==> config.mk <==
export PLATFORM = sky130hd
export DESIGN_NAME = psa_pause_source_regs
export DESIGN_NICKNAME = d
export VERILOG_FILES = /design/src/design/psa_pkg.sv /design/src/design/psa_pause_source_regs.sv /design/src/design/psa_pause_addr_gen.sv /design/src/design/psa_axil_slave.sv
export VERILOG_INCLUDE_DIRS = /design/src /design/src/design
export SDC_FILE = /design/constraint.sdc
export NUM_CORES = 1
export LEC_CHECK = 0
export ABC_AREA = 1
export BUFFER_PORTS_ARGS = -buffer_cell sky130_fd_sc_hd__clkbuf_2
export CAP_MARGIN = 20
export CORE_AREA = 2 2 177 179
export DETAILED_ROUTE_END_ITERATION = 10
export DIE_AREA = 0 0 179 181
export PLACE_DENSITY = 0.55
export SYNTH_ARGS = -nofsm -noshare
export SYNTH_HDL_FRONTEND = slang
export SYNTH_SLANG_ARGS = --single-unit
==> constraint.sdc <==
create_clock -name clock -period 1.4 [get_ports clock]
set_clock_uncertainty 0.05 [all_clocks]
set_input_delay 0.07 -clock clock [delete_from_list [all_inputs] [get_ports clock]]
set_output_delay 0.07 -clock clock [all_outputs]
set_load 0.005 [all_outputs]
==> src/design/psa_cfg.svh <==
`ifndef PSA_CFG_SVH
`define PSA_CFG_SVH

// Register indices as printed; byte address is four times the index
`define PSA_IDX_ADDR_LOW   12'h132
`define PSA_IDX_ADDR_MID   12'h133
`define PSA_IDX_ADDR_HIGH  12'h134
`define PSA_IDX_OPTIONS    12'h135

// Option register field positions
`define PSA_OPT_PORT_LSB   0
`define PSA_OPT_PORT_MSB   2
`define PSA_OPT_FID_LSB    3
`define PSA_OPT_FID_MSB    6
`define PSA_OPT_SEL_LSB    7
`define PSA_OPT_SEL_MSB    8
`define PSA_OPT_PERPORT    9
`define PSA_OPT_MASK       16'h03FF

// Reset values
`define PSA_RST_ADDR       16'h0000
`define PSA_RST_OPTIONS    16'h0000

// Port count
`define PSA_NUM_PORTS      6

// AXI responses
`define PSA_RESP_OKAY      2'h0
`define PSA_RESP_SLVERR    2'h2

`endif

==> src/design/psa_pkg.sv <==
package psa_pkg;

   typedef enum logic [1:0] {
      PSA_USE_NONE  = 2'h0,
      PSA_USE_PAUSE = 2'h1,
      PSA_USE_LOCK  = 2'h2,
      PSA_USE_PAUSE2 = 2'h3
   } psa_usage_e;

   typedef struct packed {
      logic       pausePerPort;
      psa_usage_e usageSelect;
      logic [3:0] lockFilterId;
      logic [2:0] targetPort;
   } psa_options_s;

   typedef struct packed {
      logic [47:0]  stationAddress;
      psa_options_s options;
   } psa_config_s;

endpackage

==> src/design/psa_pause_source_regs.sv <==
// Behaviour
// Register at index 132 holds station address bits 15:0, reset zero.
// Register at index 133 holds station address bits 31:16, reset zero.
// Register at index 134 holds station address bits 47:32, reset zero.
// Per-port bit 9 acts only while pause use is selected.
// Per-port bit 0: all ports send the full address unchanged.
// Per-port bit 1: port n sends address bits 47:3 with n low.
// Usage bits 8:7: 00 unused, 01/11 pause, 10 lock or monitor.
// Bits 6:3 hold the lock filtering identifier, read-write.
// Bits 2:0 name the assigned port or monitor port, read-write.
// Option bits 15:10 read zero, writes to them ignored.
`timescale 1ns/100ps
`include "psa_cfg.svh"

module psa_pause_source_regs
   import psa_pkg::*;
(
   input  wire logic        clock,
   input  wire logic        reset_n,
   input  wire logic [13:0] s_axi_awaddr,
   input  wire logic        s_axi_awvalid,
   output logic             s_axi_awready,
   input  wire logic [31:0] s_axi_wdata,
   input  wire logic [3:0]  s_axi_wstrb,
   input  wire logic        s_axi_wvalid,
   output logic             s_axi_wready,
   output logic [1:0]       s_axi_bresp,
   output logic             s_axi_bvalid,
   input  wire logic        s_axi_bready,
   input  wire logic [13:0] s_axi_araddr,
   input  wire logic        s_axi_arvalid,
   output logic             s_axi_arready,
   output logic [31:0]      s_axi_rdata,
   output logic [1:0]       s_axi_rresp,
   output logic             s_axi_rvalid,
   input  wire logic        s_axi_rready,
   output logic [47:0]      stationAddressValue,
   output logic [1:0]       addressUsageSelect,
   output logic [3:0]       lockFilterId,
   output logic [2:0]       targetPortField,
   output logic             pauseAddrValid,
   output logic [47:0]      pauseSrcAddr [`PSA_NUM_PORTS]
);

   logic        wrStrobe;
   logic [11:0] wrIndex;
   logic [31:0] wrData;
   logic [3:0]  wrStrb;
   logic        wrHit;
   logic [11:0] rdIndex;
   logic [15:0] rdData;
   logic        rdHit;

   logic [15:0] addrLowD, addrLowQ, addrMidD, addrMidQ, addrHighD, addrHighQ;
   logic [15:0] optionsD, optionsQ;
   psa_config_s cfg;

   ////////////////////////////////////////////////////////////////////////////
   // Bus slave

   psa_axil_slave uSlave (
      .clock         (clock),
      .reset_n       (reset_n),
      .s_axi_awaddr  (s_axi_awaddr),
      .s_axi_awvalid (s_axi_awvalid),
      .s_axi_awready (s_axi_awready),
      .s_axi_wdata   (s_axi_wdata),
      .s_axi_wstrb   (s_axi_wstrb),
      .s_axi_wvalid  (s_axi_wvalid),
      .s_axi_wready  (s_axi_wready),
      .s_axi_bresp   (s_axi_bresp),
      .s_axi_bvalid  (s_axi_bvalid),
      .s_axi_bready  (s_axi_bready),
      .s_axi_araddr  (s_axi_araddr),
      .s_axi_arvalid (s_axi_arvalid),
      .s_axi_arready (s_axi_arready),
      .s_axi_rdata   (s_axi_rdata),
      .s_axi_rresp   (s_axi_rresp),
      .s_axi_rvalid  (s_axi_rvalid),
      .s_axi_rready  (s_axi_rready),
      .wrStrobe      (wrStrobe),
      .wrIndex       (wrIndex),
      .wrData        (wrData),
      .wrStrb        (wrStrb),
      .wrHit         (wrHit),
      .rdIndex       (rdIndex),
      .rdData        (rdData),
      .rdHit         (rdHit)
   );

   ////////////////////////////////////////////////////////////////////////////
   // Decode

   function automatic logic isMapped(input logic [11:0] idx);
      isMapped = (idx == `PSA_IDX_ADDR_LOW) || (idx == `PSA_IDX_ADDR_MID) ||
                 (idx == `PSA_IDX_ADDR_HIGH) || (idx == `PSA_IDX_OPTIONS);
   endfunction

   // Byte lanes beyond the low two carry nothing
   function automatic logic [15:0] merge(input logic [15:0] old,
                                         input logic [31:0] data,
                                         input logic [3:0]  strb);
      merge = old;
      if (strb[0]) begin
         merge[7:0] = data[7:0];
      end
      if (strb[1]) begin
         merge[15:8] = data[15:8];
      end
   endfunction

   assign wrHit = isMapped(wrIndex);
   assign rdHit = isMapped(rdIndex);

   always_comb begin
      addrLowD  = addrLowQ;
      addrMidD  = addrMidQ;
      addrHighD = addrHighQ;
      optionsD  = optionsQ;
      if (wrStrobe) begin
         unique case (wrIndex)
            `PSA_IDX_ADDR_LOW:  addrLowD  = merge(addrLowQ, wrData, wrStrb);
            `PSA_IDX_ADDR_MID:  addrMidD  = merge(addrMidQ, wrData, wrStrb);
            `PSA_IDX_ADDR_HIGH: addrHighD = merge(addrHighQ, wrData, wrStrb);
            `PSA_IDX_OPTIONS:   optionsD  = merge(optionsQ, wrData, wrStrb)
                                            & `PSA_OPT_MASK;
            default: ;
         endcase
      end
   end

   always_comb begin
      rdData = 16'h0000;
      unique case (rdIndex)
         `PSA_IDX_ADDR_LOW:  rdData = addrLowQ;
         `PSA_IDX_ADDR_MID:  rdData = addrMidQ;
         `PSA_IDX_ADDR_HIGH: rdData = addrHighQ;
         `PSA_IDX_OPTIONS:   rdData = optionsQ & `PSA_OPT_MASK;
         default:            rdData = 16'h0000;
      endcase
   end

   always_ff @(posedge clock or negedge reset_n) begin
      if (!reset_n) begin
         addrLowQ  <= `PSA_RST_ADDR;
         addrMidQ  <= `PSA_RST_ADDR;
         addrHighQ <= `PSA_RST_ADDR;
         optionsQ  <= `PSA_RST_OPTIONS;
      end else begin
         addrLowQ  <= addrLowD;
         addrMidQ  <= addrMidD;
         addrHighQ <= addrHighD;
         optionsQ  <= optionsD;
      end
   end

   ////////////////////////////////////////////////////////////////////////////
   // Configuration fan-out

   always_comb begin
      cfg.stationAddress       = {addrHighQ, addrMidQ, addrLowQ};
      cfg.options.pausePerPort = optionsQ[`PSA_OPT_PERPORT];
      cfg.options.usageSelect  = psa_usage_e'(optionsQ[`PSA_OPT_SEL_MSB:`PSA_OPT_SEL_LSB]);
      cfg.options.lockFilterId = optionsQ[`PSA_OPT_FID_MSB:`PSA_OPT_FID_LSB];
      cfg.options.targetPort   = optionsQ[`PSA_OPT_PORT_MSB:`PSA_OPT_PORT_LSB];
   end

   assign stationAddressValue = cfg.stationAddress;
   assign addressUsageSelect  = cfg.options.usageSelect;
   assign lockFilterId        = cfg.options.lockFilterId;
   assign targetPortField     = cfg.options.targetPort;

   psa_pause_addr_gen uGen (
      .clock          (clock),
      .reset_n        (reset_n),
      .cfg            (cfg),
      .pauseAddrValid (pauseAddrValid),
      .pauseSrcAddr   (pauseSrcAddr)
   );

endmodule

==> src/design/psa_pause_addr_gen.sv <==
`timescale 1ns/100ps
`include "psa_cfg.svh"

module psa_pause_addr_gen
   import psa_pkg::*;
(
   input  wire logic        clock,
   input  wire logic        reset_n,
   input  wire psa_config_s cfg,
   output logic             pauseAddrValid,
   output logic [47:0]      pauseSrcAddr [`PSA_NUM_PORTS]
);

   logic             validD;
   logic             validQ;
   logic [47:0]      addrD [`PSA_NUM_PORTS];
   logic [47:0]      addrQ [`PSA_NUM_PORTS];

   always_comb begin
      validD = (cfg.options.usageSelect == PSA_USE_PAUSE) ||
               (cfg.options.usageSelect == PSA_USE_PAUSE2);
   end

   genvar p;
   generate
      for (p = 0; p < `PSA_NUM_PORTS; p++) begin : gPort
         always_comb begin
            // Per-port substitution only matters while pause use is selected
            if (validD && cfg.options.pausePerPort) begin
               addrD[p] = {cfg.stationAddress[47:3], 3'(p)};
            end else begin
               addrD[p] = cfg.stationAddress;
            end
         end
         always_ff @(posedge clock or negedge reset_n) begin
            if (!reset_n) begin
               addrQ[p] <= 48'h0000_0000_0000;
            end else begin
               addrQ[p] <= addrD[p];
            end
         end
         assign pauseSrcAddr[p] = addrQ[p];
      end
   endgenerate

   always_ff @(posedge clock or negedge reset_n) begin
      if (!reset_n) begin
         validQ <= 1'b0;
      end else begin
         validQ <= validD;
      end
   end

   assign pauseAddrValid = validQ;

endmodule

==> src/design/psa_axil_slave.sv <==
`timescale 1ns/100ps
`include "psa_cfg.svh"

module psa_axil_slave (
   input  wire logic        clock,
   input  wire logic        reset_n,
   input  wire logic [13:0] s_axi_awaddr,
   input  wire logic        s_axi_awvalid,
   output logic             s_axi_awready,
   input  wire logic [31:0] s_axi_wdata,
   input  wire logic [3:0]  s_axi_wstrb,
   input  wire logic        s_axi_wvalid,
   output logic             s_axi_wready,
   output logic [1:0]       s_axi_bresp,
   output logic             s_axi_bvalid,
   input  wire logic        s_axi_bready,
   input  wire logic [13:0] s_axi_araddr,
   input  wire logic        s_axi_arvalid,
   output logic             s_axi_arready,
   output logic [31:0]      s_axi_rdata,
   output logic [1:0]       s_axi_rresp,
   output logic             s_axi_rvalid,
   input  wire logic        s_axi_rready,
   output logic             wrStrobe,
   output logic [11:0]      wrIndex,
   output logic [31:0]      wrData,
   output logic [3:0]       wrStrb,
   input  wire logic        wrHit,
   output logic [11:0]      rdIndex,
   input  wire logic [15:0] rdData,
   input  wire logic        rdHit
);

   logic        awHeldD, awHeldQ, wHeldD, wHeldQ, bValidD, bValidQ;
   logic        rValidD, rValidQ;
   logic [11:0] awIdxD, awIdxQ;
   logic [31:0] wDataD, wDataQ;
   logic [3:0]  wStrbD, wStrbQ;
   logic [1:0]  bRespD, bRespQ, rRespD, rRespQ;
   logic [31:0] rDataD, rDataQ;
   logic        doWrite;

   ////////////////////////////////////////////////////////////////////////////
   // Write path: address and data taken in either order, one write in flight

   assign s_axi_awready = !awHeldQ && !bValidQ;
   assign s_axi_wready  = !wHeldQ && !bValidQ;
   assign s_axi_bvalid  = bValidQ;
   assign s_axi_bresp   = bRespQ;

   always_comb begin
      awHeldD = awHeldQ;
      wHeldD  = wHeldQ;
      awIdxD  = awIdxQ;
      wDataD  = wDataQ;
      wStrbD  = wStrbQ;
      bValidD = bValidQ;
      bRespD  = bRespQ;
      if (s_axi_awvalid && s_axi_awready) begin
         awHeldD = 1'b1;
         awIdxD  = s_axi_awaddr[13:2];
      end
      if (s_axi_wvalid && s_axi_wready) begin
         wHeldD = 1'b1;
         wDataD = s_axi_wdata;
         wStrbD = s_axi_wstrb;
      end
      doWrite = awHeldQ && wHeldQ;
      if (doWrite) begin
         awHeldD = 1'b0;
         wHeldD  = 1'b0;
         bValidD = 1'b1;
         bRespD  = wrHit ? `PSA_RESP_OKAY : `PSA_RESP_SLVERR;
      end else if (bValidQ && s_axi_bready) begin
         bValidD = 1'b0;
      end
   end

   assign wrStrobe = doWrite;
   assign wrIndex  = awIdxQ;
   assign wrData   = wDataQ;
   assign wrStrb   = wStrbQ;

   ////////////////////////////////////////////////////////////////////////////
   // Read path

   assign s_axi_arready = !rValidQ;
   assign s_axi_rvalid  = rValidQ;
   assign s_axi_rdata   = rDataQ;
   assign s_axi_rresp   = rRespQ;
   assign rdIndex       = s_axi_araddr[13:2];

   always_comb begin
      rValidD = rValidQ;
      rDataD  = rDataQ;
      rRespD  = rRespQ;
      if (s_axi_arvalid && s_axi_arready) begin
         rValidD = 1'b1;
         rDataD  = {16'h0000, rdHit ? rdData : 16'h0000};
         rRespD  = rdHit ? `PSA_RESP_OKAY : `PSA_RESP_SLVERR;
      end else if (rValidQ && s_axi_rready) begin
         rValidD = 1'b0;
      end
   end

   always_ff @(posedge clock or negedge reset_n) begin
      if (!reset_n) begin
         awHeldQ <= 1'b0;
         wHeldQ  <= 1'b0;
         awIdxQ  <= 12'h000;
         wDataQ  <= 32'h0000_0000;
         wStrbQ  <= 4'h0;
         bValidQ <= 1'b0;
         bRespQ  <= 2'h0;
         rValidQ <= 1'b0;
         rDataQ  <= 32'h0000_0000;
         rRespQ  <= 2'h0;
      end else begin
         awHeldQ <= awHeldD;
         wHeldQ  <= wHeldD;
         awIdxQ  <= awIdxD;
         wDataQ  <= wDataD;
         wStrbQ  <= wStrbD;
         bValidQ <= bValidD;
         bRespQ  <= bRespD;
         rValidQ <= rValidD;
         rDataQ  <= rDataD;
         rRespQ  <= rRespD;
      end
   end

endmodule

# Yosys cells after proc, flatten, opt, wreduce, memory -nomap -nowiden
# Index checks and enable logic that the tools add are counted.
# classes
eq_ne	10
muxes	18
reduce_logical	32
# ops
op	n
12-bit by 9-bit equality test with 1-bit output (second input constant)	8
16-bit case mux with 4 select lines	1
3-bit AND reduction	8
3-bit 2-to-1 mux	6
16-bit 2-to-1 mux	1
1-bit logical AND	9
1-bit 2-to-1 mux	8
2-bit nonzero test	4
1-bit logical OR	7
1-bit logical NOT	4
2-bit 2-to-1 mux	2
2-bit by 1-bit equality test with 1-bit output (second input constant)	1
2-bit equality test (second input constant)	1
# totals
output_inout_bits	387
ff_bits	401
wordCells	85
in_bits	71

# Depth between registers and ports, before layout
# logic_depth
depth_word	5
mapped_depth	10
ltp_nobuf	9

# Hierarchy
# A second synthesis with hierarchy kept.
# hier_totals
cells_unflattened	1069
area_unflattened_um2	9456.6
# modules_own_cells
module	seq_area_each_um2	area_per_inst_um2	cells_per_inst	instances
psa_pause_source_regs	1451.4	3329.4	438	1
psa_pause_addr_gen	1301.2	3128.0	300	1
psa_axil_slave	1751.7	2999.1	331	1

# Least setup slack after synthesis
# OpenSTA, ideal clock, no wires.
# synth_path
path_type	reg-to-reg
startpoint	reg uSlave.awIdxQ[7] (netlist: uSlave.wrIndex[7])
endpoint	reg addrMidQ[5]
setup_slack_ns	-0.022
required_ns	1.227
n_path_buf	1
stages_incl_launch_ff	8
synth_period_minus_slack_ns	1.422
arrival_ns	1.249
path_cell_list	dfrtp_1 nor3_4 nand2_4 nor2_2 nand3_2 buf_6 nand2_1 o21ai_2
# synth_between
elab_chain_len	2
# synth_rtl
element	line	source
start: declaration	psa_axil_slave.sv:36	logic [11:0] awIdxD, awIdxQ;
start signal: assignment	psa_axil_slave.sv:121	awIdxQ <= awIdxD;
12-bit by 9-bit equality test with 1-bit output	psa_pause_source_regs.sv:121	unique case (wrIndex)
3-bit AND reduction (no source line)	--	
end signal: assignment	psa_pause_source_regs.sv:146	addrMidQ <= `PSA_RST_ADDR;
end signal: assignment	psa_pause_source_regs.sv:151	addrMidQ <= addrMidD;
end: declaration	psa_pause_source_regs.sv:54	logic [15:0] addrLowD, addrLowQ, addrMidD, addrMidQ, addrHighD, addrHighQ;
# No other way between the ends.
# A chain may end at the register's enable or synchronous reset.

# Final worst setup path
# layout_path
startpoint	reg uSlave.awIdxQ[7] (netlist: uSlave.wrIndex[7])
endpoint	reg addrHighQ[9]
# layout_between
elab_chain_len	2
# layout_rtl
element	line	source
12-bit by 9-bit equality test with 1-bit output	psa_pause_source_regs.sv:121	
3-bit AND reduction (no source line)	--	
end signal: assignment	psa_pause_source_regs.sv:147	addrHighQ <= `PSA_RST_ADDR;
end signal: assignment	psa_pause_source_regs.sv:152	addrHighQ <= addrHighD;
end: declaration	psa_pause_source_regs.sv:54	
# No other way between the ends.

==> key figures <==
Cells and area
  – Register Area: 4060 sq um
  – Commonest non-fill, non-tap cell in the layout: clkbuf_2
  – Fin nets: 1,157
  – Final Util: 0.350
  – Share of post-route cells with drive strength above 1: 0.586
  – Area grow syn2layout: 22.6%
  – Most frequent cells in the layout: clkbuf_2, dfrtp_1, nand2_1, nand3_1, o21ai_2
  – Multi-input gate area: 2320 sq um
  – Finished Layout Cells: 1,495
  – Antenna Cells: 0
  – Fill cells: 3,095

Clock tree
  – H-tree depth: 4
  – Root Driver: clkbuf_16
  – TritonCTS clock tree: done
  – Clock transition at the registers of the reported paths: 0.07 ns
  – Clk_lat worst skew: 0.43 ns
  – Number of buffers created by CTS: 17
  – # clock sinks: 162
  – Max Buffers Root-to-Sink: 2

Routing
  – Initial DRC count: 220
  – Final WL: 23.1 mm
  – Final antenna-violating net count: 0
  – TritonRoute pass-1 iters: 5
  – Drt drc: 0
  – Total number of vias: 6,135
  – Mean number of vias per cell: 4.10
  – DR WL/cell: 15.4 um

Worst hold path
  – Hold path cells: 3
  – Worst min path class: input pin to flip-flop
  – Hold Path End: uSlave.wrStrb[0]$_DFFE_PN0P_
  – Hold Path Origin: s_axi_wvalid

Setup path
  – Reg2Reg Depth: 7
  – CP Launch Type: flip-flop
  – R2R Setup Slk: -0.11 ns
  – RR Startpoint: uSlave.wrIndex[7]$_DFFE_PN0P_
  – CP Class: flip-flop to flip-flop
  – Critical path capture point type: flip-flop
  – Crit Path Max Fanout: 16
  – CP arrival: 1.77 ns
  – Reg-to-Reg End: addrHighQ[9]$_DFFE_PN0P_
  – WP data required: 1.66 ns
  – CP Launch Point: uSlave.wrIndex[7]$_DFFE_PN0P_

STA
  – Fin crit share: 1.08
  – Slew Limit Fails: 0
  – Fmax: 661 MHz
  – Worst hold slack: -0.0120 ns
  – PnR worst setup slack: -0.113 ns
  – Minimum clock period: 1.51 ns
  – Setup violators final: 58
  – Setup TNS: -4.81 ns
  – Unrepaired setup endpoints after global routing: yes
  – Final Hold Fails: 2

Global routing
  – Largest net degree at the start of global routing: 39
  – Number of global-route vias before repair: 5,646
  – Total congestion overflow: 0
  – GRT Util Overall: 0.139
  – Antenna violations before repair: 0
  – First-pass GRT wire length: 33.9 mm

Pwr
  – Cell Pwr Density: 1210 nW/um^2
  – Switching power: 3820 uW
  – Combinational share of power: 0.158
  – Pleak: 0.00596 uW
  – Sw Ratio: 0.297
  – Max VDD drop: 768 uV
  – Internal power: 9030 uW
  – Flop pwr share: 0.429
  – Clock power share: 0.412

Outcome
  – Status: complete, but fails checks
  – Failing checks: negative hold slack, negative setup slack

Placement
  – PortBufs: 417
  – Placed cells: 1,422
  – Post-DP HPWL: 16.8 mm
  – RD Place Congestion: 0.723

Synthesis
  – Cells after Synth: 888
  – Synthesized cell area: 8670 sq um
  – Post-synth top area cell: dfrtp_1
  – Async set-reset flop share out of synthesis: 1.00
  – Top cell type's share of synthesized area: 0.468
  – Top_reg_cell synth: dfrtp_1
  – Top cells by area, synth: dfrtp_1, buf_4, nand2_1
  – Synthesized flop and latch total: 162
  – Post-synth EDFFs: 0
  – Yosys cell types: 28
  – Mean post-synth cell area: 9.76 sq um
  – Sequential area share after synthesis: 0.468
  – Ys Warns: 0

Floorplanning
  – IO Pins: 458
  – Die H: 181 um
  – Core Rows: 64
  – Core Region: 30,300 sq um
  – Initial cell density of the core: 0.286
  – Die Area: 32,400 sq um
  – Chip width: 179 um

Job
  – Max Cap Viol: 0
-- logic make-up after synthesis --
| group | Yosys count | synth area share |
|---|---|---|
| flip-flops | 162 | 0.468 |
| AO/OA/AOI/OAI | 94 | 0.0789 |
| buffers and inverters | 364 | 0.300 |
| other | 1 | 0.000433 |
| multiplexers | 10 | 0.0130 |
| AND/OR/NAND/NOR | 257 | 0.140 |
-- worst max-delay path by stage --
| stage | endpoint | slack (ns) | depth (start not counted) |
|---|---|---|---|
| 2_1_floorplan | addrMidQ[5]$_DFFE_PN0P_ | -0.02 | 7 |
| 5_1_grt | addrHighQ[3]$_DFFE_PN0P_ | -0.19 | 9 |
| 3_5_place_dp | optionsQ[9]$_DFFE_PN0P_ | -0.16 | 7 |
| 6_report | addrHighQ[9]$_DFFE_PN0P_ | -0.11 | 7 |
| 4_1_cts | addrHighQ[15]$_DFFE_PN0P_ | -0.11 | 7 |
| 3_3_place_gp | optionsQ[8]$_DFFE_PN0P_ | -0.15 | 7 |
-- per-stage QoR --
stage                     cell area, sq um  total power [uW]  setup WS, ns
final                                10600             12900        -0.113
after global routing                 10600             13500        -0.186
after CTS                            10400             12900        -0.107
after detailed placement              9320              7430        -0.156
after global placement                9320              7380        -0.148
after floorplan                       8750              6750       -0.0221
-- metal layers --
| layer | vias up | routed length [um] | global-route usage |
|---|---|---|---|
| met5 | - | 0 | 0 |
| met4 | 0 | 371 | 0.0410 |
| met3 | 23 | 1270 | 0.0293 |
| met2 | 269 | 11900 | 0.240 |
| met1 | 2939 | 9580 | 0.173 |
| li1 | 2904 | - | - |
-- sequential cells by signal (all words and copies together) (netlist names) --
name / flops
addrHighQ: 16
addrLowQ: 16
addrMidQ: 16
optionsQ: 10
uGen.pauseAddrValid: 1
uGen.pauseSrcAddr: 51
uSlave.awHeldQ: 1
uSlave.s_axi_bresp: 1
uSlave.s_axi_bvalid: 1
uSlave.s_axi_rdata: 16
uSlave.s_axi_rresp: 1
uSlave.s_axi_rvalid: 1
uSlave.wHeldQ: 1
uSlave.wrData: 16
uSlave.wrIndex: 12
uSlave.wrStrb: 2
-- synthesized netlist by cell type, types with 2 or more instances --
| library cell | n |
|---|---|
| nor2_1 | 36 |
| nor3_4 | 2 |
| mux2_2 | 10 |
| buf_6 | 7 |
| o21ai_0 | 11 |
| nand2_2 | 6 |
| o21ai_1 | 4 |
| dfrtp_1 | 162 |
| nand3_4 | 4 |
| inv_1 | 31 |
| nor2_2 | 4 |
| buf_4 | 312 |
| a21oi_1 | 22 |
| nand3_2 | 3 |
| o21ai_2 | 56 |
| clkbuf_1 | 5 |
| nand2_1 | 132 |
| nor2_4 | 2 |
| buf_2 | 8 |
| nand3_1 | 63 |
-- power groups by stage --
stage	registers (uW)	logic [uW]	clock network, uW
final	5520	2030	5300
after global routing	5580	2280	5640
after CTS	5490	1960	5450
after detailed placement	5570	1860	0
after global placement	5550	1820	0
after floorplan	5520	1230	0
-- area by class of cell --
class                      instances  share of cell area
inverter                          32              0.0113
sequential                       162               0.382
timing repair buffer             494               0.280
clock inverter                    14              0.0201
multi-input combinational        379               0.219
clock buffer                      18              0.0413
tap                              396              0.0466
-- critical path, stage by stage, from the launching register on --
cell and delay, ns:
dfrtp_1 0.41, nor3_4 0.22, nand2_4 0.13, nor2_8 0.19, nand3_4 0.09, buf_12 0.17, nand2_2 0.07, o21ai_2 0.04
-- timing repair --
item                                    4_1_cts  5_1_grt
cloned                                        0        1
endpoints found under the hold margin       195        1
gates resized for setup                      38       37
setup buffers                                 0        4
pin swaps                                     0        2
endpoints found under the setup margin       59       94
hold buffers                                 35        1
Note: power is estimated with default switching activity, not from simulation.
